## src/sbs_pkg.sv

```systemverilog
// Package of constants, types and helpers for the serial bus status logic
package sbs_pkg;

	////////////////////////////////////////////////////////////////////////////////
	// Register bus geometry and byte offsets
	localparam int          SBS_ADR_W        = 4;
	localparam logic [3:0]  SBS_OFF_STATUS   = 4'h0;
	localparam logic [3:0]  SBS_OFF_CTRL     = 4'h4;
	localparam logic [3:0]  SBS_OFF_IRQ_STAT = 4'h8;
	localparam logic [3:0]  SBS_OFF_IRQ_MASK = 4'hC;

	////////////////////////////////////////////////////////////////////////////////
	// Status register field positions and reset value
	localparam int          SBS_ACK_BIT      = 15;
	localparam int          SBS_TXA_BIT      = 14;
	localparam int          SBS_BCL_BIT      = 10;
	localparam int          SBS_DA_BIT       = 5;
	localparam int          SBS_STOP_BIT     = 4;
	localparam logic [15:0] SBS_STATUS_RST   = 16'h0000;

	////////////////////////////////////////////////////////////////////////////////
	// Control register fields and reset value
	localparam int          SBS_SLV_EN_BIT   = 15;
	localparam int          SBS_OWN_ADR_W    = 7;
	localparam logic [15:0] SBS_CTRL_RST     = 16'h0000;

	////////////////////////////////////////////////////////////////////////////////
	// Interrupt status and mask layout
	localparam int          SBS_IRQ_W        = 4;
	localparam int          SBS_IRQ_TXDONE   = 0;
	localparam int          SBS_IRQ_COLL     = 1;
	localparam int          SBS_IRQ_STOP     = 2;
	localparam int          SBS_IRQ_MATCH    = 3;
	localparam logic [3:0]  SBS_IRQ_RST      = 4'h0;

	////////////////////////////////////////////////////////////////////////////////
	// Bit counts of one transfer: eight data bits, then the acknowledge slot
	localparam logic [3:0]  SBS_LAST_DATA    = 4'h7;
	localparam logic [3:0]  SBS_ACK_SLOT     = 4'h8;
	localparam logic [3:0]  SBS_XFER_DONE    = 4'h9;

	////////////////////////////////////////////////////////////////////////////////
	// Bus events seen on the two wires, one cycle each, and the sampled data level
	typedef struct packed
	{
		logic start;
		logic stop;
		logic scl_rise;
		logic scl_fall;
		logic sda;
	} sbs_bus_ev_t;

	// Slave byte tracker states, Gray coded along idle, address, data
	typedef enum logic [1:0]
	{
		SLV_IDLE = 2'b00,
		SLV_ADDR = 2'b01,
		SLV_DATA = 2'b11,
		SLV_SKIP = 2'b10
	} sbs_slv_state_t;

	// Merge write data into a 16-bit register under the two low byte enables
	function automatic logic [15:0] sbs_lane_merge(input logic [15:0] old_val, input logic [15:0] new_val,
		input logic [1:0] sel);
		logic [15:0] res;
		res = old_val;
		if (sel[0])
			res[7:0] = new_val[7:0];
		if (sel[1])
			res[15:8] = new_val[15:8];
		return res;
	endfunction

endpackage

```

## src/sbs_bus_watch.sv

```systemverilog
// Two-wire bus synchroniser and Start, Stop and clock edge detector
`timescale 1ns/1ps

module sbs_bus_watch
	import sbs_pkg::*;
(
	// Clock and reset
	input  wire logic        clk,
	input  wire logic        rst,
	// Raw bus wires
	input  wire logic        scl_pin,
	input  wire logic        sda_pin,
	// Detected events
	output sbs_bus_ev_t      ev
);

	logic [1:0]  scl_sync_reg;
	logic [1:0]  sda_sync_reg;
	logic        scl_prev_reg;
	logic        sda_prev_reg;
	sbs_bus_ev_t ev_next;
	sbs_bus_ev_t ev_reg;

	// Event decode from the synchronised levels and their previous values
	always_comb
	begin
		ev_next          = '0;
		ev_next.sda      = sda_sync_reg[1];
		ev_next.start    = scl_sync_reg[1] && scl_prev_reg && sda_prev_reg && !sda_sync_reg[1];
		ev_next.stop     = scl_sync_reg[1] && scl_prev_reg && !sda_prev_reg && sda_sync_reg[1];
		ev_next.scl_rise = scl_sync_reg[1] && !scl_prev_reg;
		ev_next.scl_fall = !scl_sync_reg[1] && scl_prev_reg;
	end

	// Two-stage synchronisers, history and registered events
	always_ff @(posedge clk)
	begin
		if (rst)
		begin
			scl_sync_reg <= 2'h3;
			sda_sync_reg <= 2'h3;
			scl_prev_reg <= 1'b1;
			sda_prev_reg <= 1'b1;
			ev_reg       <= '0;
		end
		else
		begin
			scl_sync_reg <= {scl_sync_reg[0], scl_pin};
			sda_sync_reg <= {sda_sync_reg[0], sda_pin};
			scl_prev_reg <= scl_sync_reg[1];
			sda_prev_reg <= sda_sync_reg[1];
			ev_reg       <= ev_next;
		end
	end

	assign ev = ev_reg;

endmodule // sbs_bus_watch

```

## src/sbs_status.sv

```systemverilog
// Status flag logic of a two-wire serial bus port with a Wishbone register slave
//
// Summary of operation
// - Transmit-active flag rises as soon as a master transmission starts.
// - Transmit-active stays high over eight bits and acknowledge, drops after acknowledge.
// - Collision during master operation sets a sticky flag cleared only by software.
// - Own slave address match clears the data-versus-address flag.
// - Each received slave data byte sets the data-versus-address flag.
// - Stop-seen flag reads one only when the last bus condition was Stop.
// - Every Start, Repeated Start or Stop updates the stop-seen flag.
`timescale 1ns/1ps

module sbs_status
	import sbs_pkg::*;
(
	// Clock and reset
	input  wire logic                 CLOCK,
	input  wire logic                 RESET,
	// Wishbone slave
	input  wire logic                 WB_CYC_I,
	input  wire logic                 WB_STB_I,
	input  wire logic                 WB_WE_I,
	input  wire logic [SBS_ADR_W-1:0] WB_ADR_I,
	input  wire logic [3:0]           WB_SEL_I,
	input  wire logic [31:0]          WB_DAT_I,
	output logic      [31:0]          WB_DAT_O,
	output logic                      WB_ACK_O,
	// Two-wire bus levels
	input  wire logic                 SCL_IN,
	input  wire logic                 SDA_IN,
	// Local master engine
	input  wire logic                 MTX_START,
	input  wire logic                 MTX_SDA_LEVEL,
	// Interrupt
	output logic                      IRQ
);

	////////////////////////////////////////////////////////////////////////////////
	// Bus event detector
	sbs_bus_ev_t ev;

	sbs_bus_watch u_watch
	(
		.clk     (CLOCK),
		.rst     (RESET),
		.scl_pin (SCL_IN),
		.sda_pin (SDA_IN),
		.ev      (ev)
	);

	////////////////////////////////////////////////////////////////////////////////
	// Register bus access decode
	logic        ack_reg;
	logic        ack_next;
	logic [31:0] rdat_reg;
	logic [31:0] rdat_next;
	logic        acc;
	logic        wr_ctrl;
	logic        wr_mask;
	logic        bcl_clr;
	logic        irq_rd_clr;
	logic [15:0] status_word;
	logic [15:0] ctrl_reg;
	logic [15:0] ctrl_next;
	logic [SBS_IRQ_W-1:0] irq_stat_reg;
	logic [SBS_IRQ_W-1:0] irq_stat_next;
	logic [SBS_IRQ_W-1:0] irq_mask_reg;
	logic [SBS_IRQ_W-1:0] irq_mask_next;
	logic        irq_reg;
	logic        irq_next;

	// Access is taken on the edge where the answer is raised
	assign acc        = WB_CYC_I && WB_STB_I && !ack_reg;
	assign wr_ctrl    = acc && WB_WE_I && (WB_ADR_I == SBS_OFF_CTRL);
	assign wr_mask    = acc && WB_WE_I && (WB_ADR_I == SBS_OFF_IRQ_MASK) && WB_SEL_I[0];
	assign bcl_clr    = acc && WB_WE_I && (WB_ADR_I == SBS_OFF_STATUS) && WB_SEL_I[1]
		&& !WB_DAT_I[SBS_BCL_BIT];
	assign irq_rd_clr = acc && !WB_WE_I && (WB_ADR_I == SBS_OFF_IRQ_STAT);

	////////////////////////////////////////////////////////////////////////////////
	// Master transmit tracker
	logic       mtx_active_reg;
	logic       mtx_active_next;
	logic [3:0] mtx_cnt_reg;
	logic [3:0] mtx_cnt_next;
	logic       ack_resp_reg;
	logic       ack_resp_next;
	logic       bcl_reg;
	logic       bcl_next;
	logic       coll_evt;
	logic       ack_evt;
	logic       txdone_evt;

	// Our master released the wire in a data bit, yet the bus reads low
	assign coll_evt   = mtx_active_reg && ev.scl_rise && (mtx_cnt_reg < SBS_ACK_SLOT)
		&& MTX_SDA_LEVEL && !ev.sda;
	assign ack_evt    = mtx_active_reg && ev.scl_rise && (mtx_cnt_reg == SBS_ACK_SLOT);
	assign txdone_evt = mtx_active_reg && ev.scl_fall && (mtx_cnt_reg == SBS_XFER_DONE);

	// Next values of the transmit flag, bit count, acknowledge and collision
	always_comb
	begin
		mtx_active_next = mtx_active_reg;
		mtx_cnt_next    = mtx_cnt_reg;
		ack_resp_next   = ack_resp_reg;
		bcl_next        = bcl_reg;
		if (MTX_START)
		begin
			mtx_active_next = 1'b1;
			mtx_cnt_next    = 4'h0;
		end
		else if (coll_evt || ev.stop || txdone_evt)
			mtx_active_next = 1'b0;
		else if (mtx_active_reg && ev.scl_rise && (mtx_cnt_reg != SBS_XFER_DONE))
			mtx_cnt_next = mtx_cnt_reg + 4'h1;
		if (ack_evt)
			ack_resp_next = ev.sda;
		if (bcl_clr)
			bcl_next = 1'b0;
		if (coll_evt)
			bcl_next = 1'b1;
	end

	// Master tracker registers
	always_ff @(posedge CLOCK)
	begin
		if (RESET)
		begin
			mtx_active_reg <= 1'b0;
			mtx_cnt_reg    <= 4'h0;
			ack_resp_reg   <= 1'b0;
			bcl_reg        <= 1'b0;
		end
		else
		begin
			mtx_active_reg <= mtx_active_next;
			mtx_cnt_reg    <= mtx_cnt_next;
			ack_resp_reg   <= ack_resp_next;
			bcl_reg        <= bcl_next;
		end
	end

	////////////////////////////////////////////////////////////////////////////////
	// Slave byte tracker and stop-seen flag
	sbs_slv_state_t              slv_state_reg;
	sbs_slv_state_t              slv_state_next;
	logic [3:0]                  slv_cnt_reg;
	logic [3:0]                  slv_cnt_next;
	logic [SBS_OWN_ADR_W-1:0]    slv_sh_reg;
	logic [SBS_OWN_ADR_W-1:0]    slv_sh_next;
	logic                        da_reg;
	logic                        da_next;
	logic                        stop_seen_reg;
	logic                        stop_seen_next;
	logic                        match_evt;
	logic                        data_evt;
	logic                        byte_end;

	assign byte_end  = ev.scl_rise && (slv_cnt_reg == SBS_LAST_DATA);
	assign match_evt = (slv_state_reg == SLV_ADDR) && byte_end && ctrl_reg[SBS_SLV_EN_BIT]
		&& (slv_sh_reg == ctrl_reg[SBS_OWN_ADR_W-1:0]);
	assign data_evt  = (slv_state_reg == SLV_DATA) && byte_end;

	// Next values of the slave tracker
	always_comb
	begin
		slv_state_next = slv_state_reg;
		slv_cnt_next   = slv_cnt_reg;
		slv_sh_next    = slv_sh_reg;
		da_next        = da_reg;
		stop_seen_next = stop_seen_reg;
		if (ev.start)
		begin
			slv_state_next = SLV_ADDR;
			slv_cnt_next   = 4'h0;
			stop_seen_next = 1'b0;
		end
		else if (ev.stop)
		begin
			slv_state_next = SLV_IDLE;
			stop_seen_next = 1'b1;
		end
		else if (ev.scl_rise)
		begin
			slv_sh_next = {slv_sh_reg[SBS_OWN_ADR_W-2:0], ev.sda};
			unique case (slv_state_reg)
				SLV_IDLE:
					slv_cnt_next = 4'h0;
				SLV_ADDR:
				begin
					slv_cnt_next = slv_cnt_reg + 4'h1;
					if (byte_end)
					begin
						slv_state_next = match_evt ? SLV_DATA : SLV_SKIP;
						slv_cnt_next   = SBS_ACK_SLOT; // next rising edge is the acknowledge
						if (match_evt)
							da_next = 1'b0;
					end
				end
				SLV_DATA:
				begin
					slv_cnt_next = (slv_cnt_reg == SBS_ACK_SLOT) ? 4'h0 : slv_cnt_reg + 4'h1;
					if (data_evt)
						da_next = 1'b1;
				end
				SLV_SKIP:
					slv_cnt_next = 4'h0;
			endcase
		end
	end

	// Slave tracker registers
	always_ff @(posedge CLOCK)
	begin
		if (RESET)
		begin
			slv_state_reg <= SLV_IDLE;
			slv_cnt_reg   <= 4'h0;
			slv_sh_reg    <= '0;
			da_reg        <= 1'b0;
			stop_seen_reg <= 1'b0;
		end
		else
		begin
			slv_state_reg <= slv_state_next;
			slv_cnt_reg   <= slv_cnt_next;
			slv_sh_reg    <= slv_sh_next;
			da_reg        <= da_next;
			stop_seen_reg <= stop_seen_next;
		end
	end

	////////////////////////////////////////////////////////////////////////////////
	// Register file, read data and interrupt
	logic [SBS_IRQ_W-1:0] irq_events;

	always_comb
	begin
		status_word               = SBS_STATUS_RST;
		status_word[SBS_ACK_BIT]  = ack_resp_reg;
		status_word[SBS_TXA_BIT]  = mtx_active_reg;
		status_word[SBS_BCL_BIT]  = bcl_reg;
		status_word[SBS_DA_BIT]   = da_reg;
		status_word[SBS_STOP_BIT] = stop_seen_reg;
		irq_events                 = '0;
		irq_events[SBS_IRQ_TXDONE] = txdone_evt;
		irq_events[SBS_IRQ_COLL]   = coll_evt;
		irq_events[SBS_IRQ_STOP]   = ev.stop;
		irq_events[SBS_IRQ_MATCH]  = match_evt;
	end

	// Bus answer, control, mask and sticky interrupt status; a new event wins over the read clear
	always_comb
	begin
		ack_next      = acc;
		rdat_next     = 32'h0000_0000;
		ctrl_next     = wr_ctrl ? sbs_lane_merge(ctrl_reg, WB_DAT_I[15:0], WB_SEL_I[1:0]) : ctrl_reg;
		irq_mask_next = wr_mask ? WB_DAT_I[SBS_IRQ_W-1:0] : irq_mask_reg;
		irq_stat_next = (irq_rd_clr ? '0 : irq_stat_reg) | irq_events;
		irq_next      = |(irq_stat_next & irq_mask_next);
		if (acc && !WB_WE_I)
		begin
			unique case (WB_ADR_I)
				SBS_OFF_STATUS:   rdat_next = {16'h0000, status_word};
				SBS_OFF_CTRL:     rdat_next = {16'h0000, ctrl_reg};
				SBS_OFF_IRQ_STAT: rdat_next = {28'h0000000, irq_stat_reg};
				SBS_OFF_IRQ_MASK: rdat_next = {28'h0000000, irq_mask_reg};
				default:          rdat_next = 32'h0000_0000; // Unmapped reads as zero
			endcase
		end
	end

	// Register file registers
	always_ff @(posedge CLOCK)
	begin
		if (RESET)
		begin
			ack_reg      <= 1'b0;
			rdat_reg     <= 32'h0000_0000;
			ctrl_reg     <= SBS_CTRL_RST;
			irq_mask_reg <= SBS_IRQ_RST;
			irq_stat_reg <= SBS_IRQ_RST;
			irq_reg      <= 1'b0;
		end
		else
		begin
			ack_reg      <= ack_next;
			rdat_reg     <= rdat_next;
			ctrl_reg     <= ctrl_next;
			irq_mask_reg <= irq_mask_next;
			irq_stat_reg <= irq_stat_next;
			irq_reg      <= irq_next;
		end
	end

	assign WB_ACK_O = ack_reg;
	assign WB_DAT_O = rdat_reg;
	assign IRQ      = irq_reg;
endmodule // sbs_status

```

## config.mk

```make
export PLATFORM = sky130hd
export DESIGN_NAME = sbs_status
export DESIGN_NICKNAME = d
export VERILOG_FILES = /design/src/sbs_pkg.sv /design/src/sbs_bus_watch.sv /design/src/sbs_status.sv
export SDC_FILE = /design/constraint.sdc
export NUM_CORES = 1
export LEC_CHECK = 0
export BUFFER_PORTS_ARGS = -buffer_cell sky130_fd_sc_hd__buf_2
export CAP_MARGIN = 20
export CORE_MARGIN = 2
export CORE_UTILIZATION = 32
export CTS_CLUSTER_DIAMETER = 80
export DETAILED_ROUTE_END_ITERATION = 7
export PLACE_DENSITY_LB_ADDON = 0.25
export SETUP_SLACK_MARGIN = 0.15
export SYNTH_ARGS = -nofsm -noshare
export SYNTH_HDL_FRONTEND = slang
export SYNTH_SLANG_ARGS = --single-unit
```

## constraint.sdc

```tcl
create_clock -name CLOCK -period 2.2 [get_ports CLOCK]
set_clock_uncertainty 0.2 [all_clocks]
set_input_delay 0.22 -clock CLOCK [delete_from_list [all_inputs] [get_ports CLOCK]]
set_output_delay 0.22 -clock CLOCK [all_outputs]
set_load 0.005 [all_outputs]
```

==> impl_metrics.tcl <==
set metrics [dict create \
    drtAntennaViolNets 0 \
    grt_setup_unrepaired "false" \
    first_pass_iters 4 \
    cp_max_fo 4 \
    outcome "finished, final reports clean" \
    num_vias 2401 \
    clockRootBuffer "clkbuf_8" \
    track_usage_pct 13.4 \
    numCtsBuffers 9 \
    whs_ps 45.3 \
    port-buffer-count 48 \
    grt_pass1_vias 2236 \
    worst_pin_slew_ps 535 \
    min_path_type "in -> reg" \
    hold_viol 0 \
    routed_wl_um 6730 \
    wl_per_cell_um 12.7 \
    critPathSlowestCell "dlygate4sd3_1" \
    crit_chain "dlygate4sd3_1 -> buf_2 -> and3b_1 -> nand4_4 -> mux2i_1 -> o22ai_1 -> a221o_1" \
    clock_path_buffers 2 \
    critPathKind "in -> reg" \
    fp-row-count 35 \
    yosysSeqAreaShare_pct 48.3 \
    syn_avg_cell_area_sq_um 9.74 \
    syn_to_final_growth_pct 24.6 \
    ys_seq_elements 75 \
    design_area_sq_um 3870 \
    clk_pin_slew_worst_paths_ps 80 \
    arrival_ps 1970 \
    setup_viol 0 \
    async_flop_share_pct 0 \
    grt_max_degree 22 \
    cts_tree "yes" \
    p_leak_nw 1.73 \
    die_w_um 103 \
    crit_path_end_kind "register" \
    diodes 0 \
    required_ps 2230 \
    grt-ovfl-total 0 \
    p_per_area_nw_per_um2 657 \
    min_period_ps 1940 \
    dieArea_sq_um 10500 \
    final.period_utilization_pct 88.0 \
    ir_drop_mv 0.476 \
    htree_levels 3 \
    antenna_found_initial 0 \
    viasPerCell 4.54 \
    nNetsFinal 450 \
    placed_cell_area_sq_um 3450 \
    drv_cap 0 \
    io_pins 83 \
    synthFlopType "dfxtp_1" \
    core_area_sq_um 9330 \
    start_util_pct 33.3 \
    drive_gt1_share_pct 23.5 \
    slew_headroom_pct 64.2 \
    yosysUniqueCellTypes 46 \
    synth_edf_count 0 \
    drc_errors 0 \
    grt_pass1_wl_um 10800 \
    netlist_area_sq_um 3110 \
    syn_inst 319 \
    critPathLaunchType "input port" \
    die_h_um 103 \
    slew_violations 0 \
    fmax_mhz 517 \
    dp_hpwl_um 4640 \
    place_congestion 0.780 \
    cts_num_sinks 75 \
    setup-tns-final_ps 0 \
    clk_latency_ps 340 \
    drt_iter0_drc 108 \
    slowest_delay_ps 530 \
    yosys_warnings 0 \
]
metrics by stage:
step | worst slack (ps) | power (mW) | cells | utilization, %
after floorplan | 348 | 1.49 | 334 | -
after detailed placement | 213 | 1.53 | 491 | 37.0
after global routing | 146 | 2.65 | 529 | 41.5
after CTS | 206 | 2.58 | 527 | 41.2
final | 265 | 2.54 | 529 | 41.5
after global placement | 258 | 1.52 | 491 | 37.0
cell usage in the layout, fill, tap and decap left out, types with 3 or more instances in the layout:
cell type / count
dfxtp_1: 75
nor2_1: 49
buf_2: 48
mux2i_1: 22
dlygate4sd3_1: 21
conb_1: 16
nand2_1: 15
a21oi_1: 11
buf_4: 11
o21ai_0: 10
a22oi_1: 10
xor2_1: 9
nor3_1: 9
clkbuf_8: 9
inv_1: 8
and3_1: 8
or2_2: 6
nand4_1: 5
nand3_1: 5
ha_1: 5
mux2_2: 4
nand4_4: 3
nor2b_1: 3
routing by layer:
layer / GRT usage, % / up-vias / wire (um)
met3: 4.27 / 6 / 333
met1: 17.8 / 1116 / 3340
li1: - / 1224 / -
met4: 4.00 / 0 / 79
met5: 0 / - / 0
met2: 20.8 / 55 / 2970
kinds of logic after synthesis:
family                     Yosys count  share of synthesized area [%]
and+or+nand+nor                    121                           21.8
DFF                                 75                           48.3
other                                1                          0.121
muxes                               26                           8.53
xor gates and xnor gates            11                           3.10
adders and majority gates            5                           2.01
buffers and inverters               37                           6.92
AOI/OAI and AO/OA                   43                           9.22
power by group:
part           internal (mW)  switching, mW
registers               1.37        0.00884
clock network          0.519          0.501
logic                 0.0687         0.0792
total                   1.96          0.589
worst max-delay path, delay by kind of cell:
family | cells | cell delay, ps
buffers and inverters | 2 | 630
and+or+nand+nor | 2 | 430
AOI/OAI and AO/OA | 2 | 420
muxes | 1 | 260
worst paths after layout:
kind	from	to	slack (ps)	depth (start not counted)
setup / recovery	WB_CYC_I	IRQ	260	7
hold reg to reg	u_watch.sda_sync_reg[0]	u_watch.sda_sync_reg[1]	210	1
hold / removal	WB_ADR_I[2]	WB_DAT_O[1]	50	3
setup reg to reg	mtx_cnt_reg[1]	mtx_cnt_reg[3]	290	7
cell usage after synthesis (2+ instances only):
library cell  instances  share of area (%)
ha_1                  5                2.0
nor3b_1               2               0.48
and2_1                2               0.40
nor3_1                9                1.4
clkbuf_1              7               0.85
buf_4                18                4.3
xor2_1                9                2.5
nor4_1                2               0.40
and3b_1               2               0.56
nor2_1               49                5.9
a22oi_1              10                2.4
or2_2                 6                1.2
nand4_1               5                1.0
mux2_2                4                1.4
buf_1                 2               0.24
a21oi_1              13                2.1
mux2i_1              22                7.1
and3_1                8                1.6
nand3_1               5               0.81
o21a_1                2               0.48
nand4_4               3                2.1
xnor2_1               2               0.56
nand2_1              15                1.8
inv_1                 8               0.97
nand3b_1              2               0.48
dfxtp_1              75                 48
nor2b_1               3               0.60
o21ai_0              10                1.6
a211oi_1              2               0.48
cell type report:
type	instances	area, sq um
Sequential cell	75	1500
Fill cell	938	5450
Multi-Input combinational cell	222	1460
Clock inverter	6	65.1
Clock buffer	9	124
Tap cell	129	161
Timing Repair Buffer	80	533
Inverter	8	30.0
what timing repair did:
action / in CTS / in global routing
endpoints found under the setup margin: 0 / 3
gates resized for setup: 0 / 3
hold buffers: 21 / 0
setup buffers: 0 / 2
hold endpoints to repair: 27 / 0
No activity file was read; power rests on OpenSTA's default activity.
